$ cat config.mk
export PLATFORM = sky130hd
export DESIGN_NAME = mdio_top
export DESIGN_NICKNAME = d
export VERILOG_FILES = /design/src/verilog/mdio_pkg.sv /design/src/verilog/mdio_sync.sv /design/src/verilog/mdio_top.sv
export SDC_FILE = /design/constraint.sdc
export NUM_CORES = 1
export LEC_CHECK = 0
export BUFFER_PORTS_ARGS = -buffer_cell sky130_fd_sc_hd__buf_2
export CAP_MARGIN = 20
export CORE_AREA = 5 5 118 120
export CTS_CLUSTER_SIZE = 30
export DETAILED_ROUTE_END_ITERATION = 6
export DIE_AREA = 0 0 123 125
export PLACE_DENSITY = 0.86
export SYNTH_ARGS = -nofsm -noshare
export SYNTH_HDL_FRONTEND = slang
export SYNTH_HIERARCHICAL = 1
export SYNTH_SLANG_ARGS = --single-unit
$ cat constraint.sdc
create_clock -name clk -period 11.4 [get_ports clk]
set_clock_uncertainty 0.2 [all_clocks]
set_input_delay 2.28 -clock clk [delete_from_list [all_inputs] [get_ports clk]]
set_output_delay 2.28 -clock clk [all_outputs]
set_load 0.05 [all_outputs]
$ cat src/verilog/mdio_pkg.sv
// package: constants, function codes and carrier structs for the motor i/o signal layer
package mdio_pkg;
  // ---------------------------------------------------------------
  // timing
  // ---------------------------------------------------------------
  localparam int CLK_HZ = 10000000;
  localparam int PULSE_WIDTH_NS = 200000;
  localparam int PULSE_CYCLES = (PULSE_WIDTH_NS * (CLK_HZ / 1000000)) / 1000;
  localparam int PULSES_PER_REV = 30;
  localparam int NUM_IN = 6;
  localparam int NUM_OUT = 4;
  localparam int SYNC_STAGES = 3;
  // ---------------------------------------------------------------
  // input function codes
  // ---------------------------------------------------------------
  localparam logic [3:0] IN_NONE = 4'h0;
  localparam logic [3:0] IN_RUN_REQ = 4'h1;
  localparam logic [3:0] IN_RUN_PERMIT = 4'h2;
  localparam logic [3:0] IN_DIR_SEL = 4'h3;
  localparam logic [3:0] IN_SPD0 = 4'h4;
  localparam logic [3:0] IN_SPD1 = 4'h5;
  localparam logic [3:0] IN_ALM_CLR = 4'h6;
  localparam logic [3:0] IN_FWD = 4'h7;
  localparam logic [3:0] IN_BWD = 4'h8;
  localparam logic [3:0] IN_STOP_STYLE = 4'h9;
  localparam logic [3:0] IN_SPD2 = 4'hA;
  localparam logic [3:0] IN_TRQ_EN = 4'hB;
  localparam logic [3:0] IN_NOTE_CLR = 4'hC;
  localparam logic [3:0] IN_TOOL_UNLOCK = 4'hD;
  localparam logic [3:0] IN_EXT_FAULT = 4'hE;
  // ---------------------------------------------------------------
  // output function codes
  // ---------------------------------------------------------------
  localparam logic [3:0] OUT_PULSE = 4'h0;
  localparam logic [3:0] OUT_ALM_NC = 4'h1;
  localparam logic [3:0] OUT_TRQ_LIM = 4'h2;
  localparam logic [3:0] OUT_DIR = 4'h3;
  localparam logic [3:0] OUT_ALM_NO = 4'h4;
  localparam logic [3:0] OUT_MOTION = 4'h5;
  localparam logic [3:0] OUT_NOTICE = 4'h6;
  localparam logic [3:0] OUT_SPD_OK = 4'h7;
  localparam logic [3:0] OUT_CAUSE0 = 4'h8;
  localparam int NUM_CAUSE = 8;
  // ---------------------------------------------------------------
  // reset values
  // ---------------------------------------------------------------
  localparam logic [23:0] IN_MAP_RST = {IN_ALM_CLR, IN_SPD1, IN_SPD0, IN_DIR_SEL, IN_RUN_PERMIT, IN_RUN_REQ};
  localparam logic [15:0] OUT_MAP_RST = {OUT_DIR, OUT_TRQ_LIM, OUT_ALM_NC, OUT_PULSE};
  // ---------------------------------------------------------------
  // types
  // ---------------------------------------------------------------
  typedef enum logic [1:0] {
    MDIO_STOPPED = 2'b00,
    MDIO_RUNNING = 2'b01,
    MDIO_DECEL = 2'b11,
    MDIO_HALT = 2'b10
  } mdio_run_e;
  typedef struct packed {
    logic run;
    logic forward;
    logic fast_stop;
    logic [2:0] data_no;
    logic trq_limit_en;
    logic tool_unlock;
    logic alarm_clear;
    logic notice_clear;
  } mdio_cmd_s;
  typedef struct packed {
    logic rotating;
    logic forward;
    logic rev_tick;
    logic trq_limited;
    logic speed_ok;
    logic alarm;
    logic [7:0] cause;
  } mdio_stat_s;
endpackage

$ cat src/verilog/mdio_sync.sv
// three-stage input synchroniser with agreement of the last two stages
`timescale 1ns/1ns
`default_nettype none
module mdio_sync (
  // clock and reset
  input wire logic clk,
  input wire logic reset,
  // pin and clean level
  input wire logic pin,
  output logic level
);
  logic [2:0] sh_ff;
  logic [2:0] nxt_sh;
  logic lvl_ff;
  logic nxt_lvl;

  always_comb begin
    nxt_sh = {sh_ff[1:0], pin};
    nxt_lvl = (sh_ff[1] == sh_ff[2]) ? sh_ff[2] : lvl_ff;
  end

  always_ff @(posedge clk or posedge reset) begin
    if (reset) begin
      sh_ff <= 3'h0;
      lvl_ff <= 1'b0;
    end else begin
      sh_ff <= nxt_sh;
      lvl_ff <= nxt_lvl;
    end
  end

  assign level = lvl_ff;
endmodule
`default_nettype wire

$ cat src/verilog/mdio_top.sv
// motor driver digital i/o signal layer: input decode, run control and output mapping
`timescale 1ns/1ns
`default_nettype none
module mdio_top #(
  parameter int NUM_IN = mdio_pkg::NUM_IN,
  parameter int NUM_OUT = mdio_pkg::NUM_OUT,
  parameter int PULSES_PER_REV = mdio_pkg::PULSES_PER_REV
) (
  // clock and reset
  input wire logic clk,
  input wire logic reset,
  // direct terminals
  input wire logic [NUM_IN-1:0] input_pin,
  output logic [NUM_OUT-1:0] output_pin,
  // function selection parameters
  input wire logic map_load,
  input wire logic [4*NUM_IN-1:0] in_map,
  input wire logic [4*NUM_OUT-1:0] out_map,
  input wire logic two_wire_mode,
  input wire logic notice_auto_clear,
  // motor core status
  input wire mdio_pkg::mdio_stat_s motor_stat,
  // motor core commands
  output mdio_pkg::mdio_cmd_s motor_cmd,
  output logic alarm_active,
  output logic [7:0] notice_cause
);
  // ---------------------------------------------------------------
  // synchronisers
  // ---------------------------------------------------------------
  logic [NUM_IN-1:0] pin_lvl;
  genvar gi;
  generate
    for (gi = 0; gi < NUM_IN; gi++) begin : g_sync
      mdio_sync u_sync (
        .clk(clk),
        .reset(reset),
        .pin(input_pin[gi]),
        .level(pin_lvl[gi])
      );
    end
  endgenerate

  // ---------------------------------------------------------------
  // function map registers
  // ---------------------------------------------------------------
  logic [4*NUM_IN-1:0] in_map_ff;
  logic [4*NUM_IN-1:0] nxt_in_map;
  logic [4*NUM_OUT-1:0] out_map_ff;
  logic [4*NUM_OUT-1:0] nxt_out_map;

  always_comb begin
    nxt_in_map = map_load ? in_map : in_map_ff;
    nxt_out_map = map_load ? out_map : out_map_ff;
  end

  always_ff @(posedge clk or posedge reset) begin
    if (reset) begin
      in_map_ff <= mdio_pkg::IN_MAP_RST[4*NUM_IN-1:0];
      out_map_ff <= mdio_pkg::OUT_MAP_RST[4*NUM_OUT-1:0];
    end else begin
      in_map_ff <= nxt_in_map;
      out_map_ff <= nxt_out_map;
    end
  end

  // ---------------------------------------------------------------
  // function decode
  // ---------------------------------------------------------------
  // one bit per function code; a function on several terminals needs all of them on
  logic [15:0] fn_on;
  logic [15:0] fn_seen;
  always_comb begin
    fn_on = 16'hFFFF;
    fn_seen = 16'h0000;
    for (int i = 0; i < NUM_IN; i++) begin
      fn_seen[in_map_ff[4*i +: 4]] = 1'b1;
      fn_on[in_map_ff[4*i +: 4]] = fn_on[in_map_ff[4*i +: 4]] & pin_lvl[i];
    end
  end

  logic run_req, run_permit, dir_sel, fwd_in, bwd_in, stop_style;
  logic alm_clr_in, note_clr_in, trq_en, tool_unlock, ext_ok;
  logic [2:0] data_no;
  always_comb begin
    run_req = fn_seen[mdio_pkg::IN_RUN_REQ] & fn_on[mdio_pkg::IN_RUN_REQ];
    run_permit = fn_seen[mdio_pkg::IN_RUN_PERMIT] & fn_on[mdio_pkg::IN_RUN_PERMIT];
    dir_sel = fn_seen[mdio_pkg::IN_DIR_SEL] & fn_on[mdio_pkg::IN_DIR_SEL];
    fwd_in = fn_seen[mdio_pkg::IN_FWD] & fn_on[mdio_pkg::IN_FWD];
    bwd_in = fn_seen[mdio_pkg::IN_BWD] & fn_on[mdio_pkg::IN_BWD];
    stop_style = fn_seen[mdio_pkg::IN_STOP_STYLE] & fn_on[mdio_pkg::IN_STOP_STYLE];
    alm_clr_in = fn_seen[mdio_pkg::IN_ALM_CLR] & fn_on[mdio_pkg::IN_ALM_CLR];
    note_clr_in = fn_seen[mdio_pkg::IN_NOTE_CLR] & fn_on[mdio_pkg::IN_NOTE_CLR];
    data_no[0] = fn_seen[mdio_pkg::IN_SPD0] & fn_on[mdio_pkg::IN_SPD0];
    data_no[1] = fn_seen[mdio_pkg::IN_SPD1] & fn_on[mdio_pkg::IN_SPD1];
    data_no[2] = fn_seen[mdio_pkg::IN_SPD2] & fn_on[mdio_pkg::IN_SPD2];
    trq_en = fn_on[mdio_pkg::IN_TRQ_EN];
    tool_unlock = fn_on[mdio_pkg::IN_TOOL_UNLOCK];
    ext_ok = fn_on[mdio_pkg::IN_EXT_FAULT];
  end

  // ---------------------------------------------------------------
  // operation command state
  // ---------------------------------------------------------------
  mdio_pkg::mdio_run_e run_ff;
  mdio_pkg::mdio_run_e nxt_run;
  logic fwd_ff, nxt_fwd;
  logic alm_ff, nxt_alm;
  logic alm_clr_d_ff, note_clr_d_ff;
  logic [7:0] note_ff, nxt_note;
  logic go, want_fwd, fast, clr_block;

  always_comb begin
    if (two_wire_mode) begin
      go = fwd_in ^ bwd_in;
      want_fwd = fwd_in;
      fast = stop_style & ~(fwd_in & bwd_in);
      // either run input on blocks alarm clear
      clr_block = fwd_in | bwd_in;
    end else begin
      go = run_req & run_permit;
      want_fwd = dir_sel;
      fast = ~run_permit;
      clr_block = go;
    end
  end

  always_comb begin
    nxt_run = run_ff;
    nxt_fwd = fwd_ff;
    nxt_alm = alm_ff;
    // clear alarm
    // clear refused while run is commanded, so a live motor never restarts by surprise
    if (alm_clr_in & ~alm_clr_d_ff & ~clr_block) begin
      nxt_alm = 1'b0;
    end
    if (~ext_ok | motor_stat.alarm) begin
      nxt_alm = 1'b1;
    end
    if (nxt_alm) begin
      nxt_run = mdio_pkg::MDIO_HALT;
    end else begin
      unique case (run_ff)
        mdio_pkg::MDIO_STOPPED: begin
          if (go) begin
            nxt_run = mdio_pkg::MDIO_RUNNING;
            nxt_fwd = want_fwd;
          end
        end
        mdio_pkg::MDIO_RUNNING: begin
          if (!go) begin
            nxt_run = fast ? mdio_pkg::MDIO_HALT : mdio_pkg::MDIO_DECEL;
          end else begin
            nxt_fwd = want_fwd;
          end
        end
        mdio_pkg::MDIO_DECEL: begin
          if (go) begin
            nxt_run = mdio_pkg::MDIO_RUNNING;
          end else if (fast) begin
            nxt_run = mdio_pkg::MDIO_HALT;
          end else if (!motor_stat.rotating) begin
            nxt_run = mdio_pkg::MDIO_STOPPED;
          end
        end
        mdio_pkg::MDIO_HALT: begin
          if (!motor_stat.rotating) begin
            nxt_run = mdio_pkg::MDIO_STOPPED;
          end
        end
      endcase
    end
  end

  always_comb begin
    if (notice_auto_clear) begin
      nxt_note = motor_stat.cause;
    end else begin
      nxt_note = (note_clr_in & ~note_clr_d_ff) ? 8'h00 : note_ff;
      nxt_note = nxt_note | motor_stat.cause;
    end
  end

  always_ff @(posedge clk or posedge reset) begin
    if (reset) begin
      run_ff <= mdio_pkg::MDIO_STOPPED;
      fwd_ff <= 1'b1;
      alm_ff <= 1'b0;
      alm_clr_d_ff <= 1'b0;
      note_clr_d_ff <= 1'b0;
      note_ff <= 8'h00;
    end else begin
      run_ff <= nxt_run;
      fwd_ff <= nxt_fwd;
      alm_ff <= nxt_alm;
      alm_clr_d_ff <= alm_clr_in;
      note_clr_d_ff <= note_clr_in;
      note_ff <= nxt_note;
    end
  end

  // ---------------------------------------------------------------
  // rotation pulse and direction output
  // ---------------------------------------------------------------
  logic [15:0] pw_ff, nxt_pw;
  logic dir_ff, nxt_dir;
  // 0.2 ms width
  // core ticks PULSES_PER_REV times a turn; a tick inside a pulse restarts it
  always_comb begin
    nxt_pw = (pw_ff != 16'h0000) ? pw_ff - 16'h0001 : 16'h0000;
    if (motor_stat.rev_tick) begin
      nxt_pw = 16'(mdio_pkg::PULSE_CYCLES);
    end
    nxt_dir = dir_ff;
    if (motor_stat.rotating) begin
      nxt_dir = motor_stat.forward;
    end
  end

  always_ff @(posedge clk or posedge reset) begin
    if (reset) begin
      pw_ff <= 16'h0000;
      dir_ff <= 1'b0;
    end else begin
      pw_ff <= nxt_pw;
      dir_ff <= nxt_dir;
    end
  end

  // ---------------------------------------------------------------
  // output mapping
  // ---------------------------------------------------------------
  logic [15:0] out_fn;
  logic [NUM_OUT-1:0] nxt_out;
  logic [NUM_OUT-1:0] out_ff;
  always_comb begin
    out_fn = 16'h0000;
    out_fn[mdio_pkg::OUT_PULSE] = (pw_ff != 16'h0000);
    out_fn[mdio_pkg::OUT_ALM_NC] = ~alm_ff;
    out_fn[mdio_pkg::OUT_ALM_NO] = alm_ff;
    out_fn[mdio_pkg::OUT_TRQ_LIM] = motor_stat.trq_limited;
    out_fn[mdio_pkg::OUT_DIR] = dir_ff;
    out_fn[mdio_pkg::OUT_MOTION] = motor_stat.rotating;
    out_fn[mdio_pkg::OUT_NOTICE] = |note_ff;
    out_fn[mdio_pkg::OUT_SPD_OK] = motor_stat.speed_ok;
    out_fn[15:8] = note_ff;
    for (int k = 0; k < NUM_OUT; k++) begin
      nxt_out[k] = out_fn[out_map_ff[4*k +: 4]];
    end
  end

  always_ff @(posedge clk or posedge reset) begin
    if (reset) begin
      out_ff <= '0;
    end else begin
      out_ff <= nxt_out;
    end
  end

  // ---------------------------------------------------------------
  // motor core command
  // ---------------------------------------------------------------
  always_comb begin
    motor_cmd.run = (run_ff == mdio_pkg::MDIO_RUNNING);
    motor_cmd.forward = fwd_ff;
    motor_cmd.fast_stop = (run_ff == mdio_pkg::MDIO_HALT);
    motor_cmd.data_no = data_no;
    motor_cmd.trq_limit_en = trq_en;
    motor_cmd.tool_unlock = tool_unlock;
    motor_cmd.alarm_clear = alm_ff & ~nxt_alm;
    motor_cmd.notice_clear = note_clr_in & ~note_clr_d_ff;
  end

  assign output_pin = out_ff;
  assign alarm_active = alm_ff;
  assign notice_cause = note_ff;
endmodule
`default_nettype wire
==> results.toml <==
[die]
pin_count = 88
core_area_um2 = 12900
dieArea_um2 = 15400
die_y_um = 125
initial_core_util = 0.582
row_count = 42
die_w_um = 123

[yosys]
synth_cell_types = 92
seq_area_frac_synth = 0.333
synth-seq-cells = 99
synth_area_per_cell_um2 = 8.95
synthArstFlopShare = 1.00
synth_edf_count = 0
syn_inst = 838
syn_nets = 907
syn_area_um2 = 7500
ys.flop_type = "dfrtp_1"
yosysWarningCount = 6

[timing]
slew_headroom = 0.321
hold_viol_final = 0
rsz0062_at_grt = "false"
tns_ns = 0
worst_slew_pin_slew_ns = 1.02
fin_crit_sh = 0.819
slew_viol_final = 0
fmax_ghz = 0.107
period_needed_ns = 9.33
setup_viol = 0
whs_ns = 0.152

[place]
dp_hpwl_um = 17100
place.gp.congestion = 1.05
port_buffers = 87

[setup_path]
cp_slowest_cell = "o41ai_1"
reg2reg_depth = 19
crit_path_end_kind = "output port"
worst_path_dominant_cell_family = "compound AO/OA/AOI/OAI gates"
path_common_cell = "a21oi_1"
cp_max_fo = 18
critical_path_class = "reg -> out"
path_buf_inv = 2
crit_arrival_ns = 6.85
max_stage_delay_ns = 0.69
start_kind = "flop"
crit_chain = "or4bb_1 > a311oi_1 > nor2_1 > o32a_1 > o41ai_1 > o221a_2 > a21oi_1 > nor4_1 > o311ai_1 > a22oi_2 > nor4b_4 > o21ai_1 > mux2_2 > ha_1 > inv_1 > a211o_1 > a21oi_1 > a21oi_1 > a21boi_1 > and2_1 > buf_2"
worstReg2RegStart = "in_map_ff[7]"
worstPathRequired_ns = 8.92
regToRegSetupSlack_ns = 4.67
crit_cells = 21
crit_start = "in_map_ff[7]"

[route]
dr.pass1.iters = 6
vias_per_cell = 6.96
drtIter0Drc = 1310
detailroute.via_count = 7471
final_antenna_net_count = 0
wirelength_um = 23000
drc = 0
routedWlPerCell_um = 21.4

[final_layout]
syn_to_final_growth_pct = 10.7
mostFrequentLayoutCell = "buf_2"
final_nets = 961
num_antenna_cells = 0
final_cell_mix = "87 x buf_2, 85 x dfrtp_1, 82 x nor2_1, 78 x nand2_1, 38 x mux2_2"
drive_above_1_share = 0.235
postLayoutCoreUtil = 0.645

[min_path]
min_from = "g_sync[5].u_sync/sh_ff[0]"
whs_path_depth = 0
hold_path_class = "reg -> reg"

[grt]
grt_max_degree = 76
antenna_found_initial = 0
grt_pass1_vias = 7219
grt_pass1_wl_um = 37500
grt-ovfl-total = 0
gr-usage-all-layers = 0.305

[clocking]
cts_root_buf = "clkbuf_16"
cts_setup_buffers = 0
cts_sinks = 99
cts_tree = "done"
cts_buffers = 9
cts.htree.levels = 3
clock_latency_ns = 0.36
cts.path.max_buffers = 2
cts_hold_buf = 0
clk_pin_slew_worst_paths_ns = 0.08
cts.repair.resized = 0

[power]
irDropWorstVdd_mv = 0.110
p_per_area_nw_per_um2 = 143
power.leakage_nw = 3.26
power_mw = 1.19

[job]
max_cap_violations = 0

[run_status]
outcome = "complete, no violations"
synth_stat cells (11+ instances only):
| master | count | area, µm² |
|---|---|---|
| a21o_1 | 11 | 82.6 |
| a21oi_1 | 37 | 185 |
| a31oi_1 | 14 | 87.6 |
| clkbuf_1 | 33 | 124 |
| dfrtp_1 | 85 | 2130 |
| dfstp_2 | 14 | 368 |
| inv_1 | 27 | 101 |
| mux2_2 | 38 | 428 |
| mux4_2 | 20 | 450 |
| nand2_1 | 78 | 293 |
| nand2b_1 | 22 | 138 |
| nand3_1 | 23 | 115 |
| nor2_1 | 82 | 308 |
| nor2b_1 | 19 | 119 |
| nor3_1 | 29 | 145 |
| nor4_1 | 13 | 81.3 |
| o211ai_1 | 12 | 90.1 |
| o21ai_0 | 28 | 140 |
| o21ai_1 | 11 | 55.1 |
| o22ai_1 | 15 | 93.8 |
path summary, 6_finish.rpt:
kind                                              to
min                        g_sync[5].u_sync/sh_ff[1]
max reg2reg                                   fwd_ff
max                                     motor_cmd[1]
min reg2reg                g_sync[5].u_sync/sh_ff[1]
max in group asynchronous                   pw_ff[5]
min in group asynchronous  g_sync[4].u_sync/sh_ff[2]
per-stage QoR:
| stage | instance area, µm² | worst slack, ns | std cells |
|---|---|---|---|
| 2_1_floorplan | 7500 | 3.61 | 838 |
| 3_3_place_gp | 7980 | 2.91 | 1057 |
| 3_5_place_dp | 7980 | 2.68 | 1057 |
| 4_1_cts | 8300 | 2.25 | 1073 |
| 5_1_grt | 8300 | 1.72 | 1073 |
| 6_report | 8300 | 2.07 | 1073 |
where the power goes:
group	switching, mW	internal [mW]	total, mW
sequential	0.0694	0.389	0.459
clock	0.166	0.161	0.327
combinational	0.249	0.151	0.400
total	0.485	0.701	1.19
final cells by class:
| type | instances | area [µm²] |
|---|---|---|
| repair buffers | 89 | 450 |
| flip-flops and latches | 99 | 2490 |
| multi-input cells | 664 | 4700 |
| fillers | 1059 | 4570 |
| clock buffers | 9 | 225 |
| well taps | 176 | 220 |
| inverters | 29 | 109 |
| clock inverters | 7 | 96.3 |
logic make-up after synthesis:
family          count (synthesis)  share of synthesized area
compound gates                237                      0.235
flops                          99                      0.333
buf+inv                        75                     0.0399
mux                            66                      0.128
simple gates                  331                      0.226
fa+ha+maj                      10                     0.0157
xor+xnor                       20                     0.0234
flip-flops by register name (all words and copies together) (netlist names), 2 cells and up:
signal	cells
in_map_ff	24
g_sync.u_sync/sh_ff	18
out_map_ff	16
pw_ff	16
notice_cause	8
g_sync.u_sync/level	6
output_pin	4
run_ff	2
layer usage:
layer	wire [µm]	vias up	share of wire	track usage
met5	0	-	0	0
met4	1050	0	0.045	0.131
met3	2690	104	0.12	0.0714
met2	10200	565	0.44	0.456
met1	9050	3509	0.39	0.425
li1	-	3293	-	-
Power figures use the tool's default switching activity.
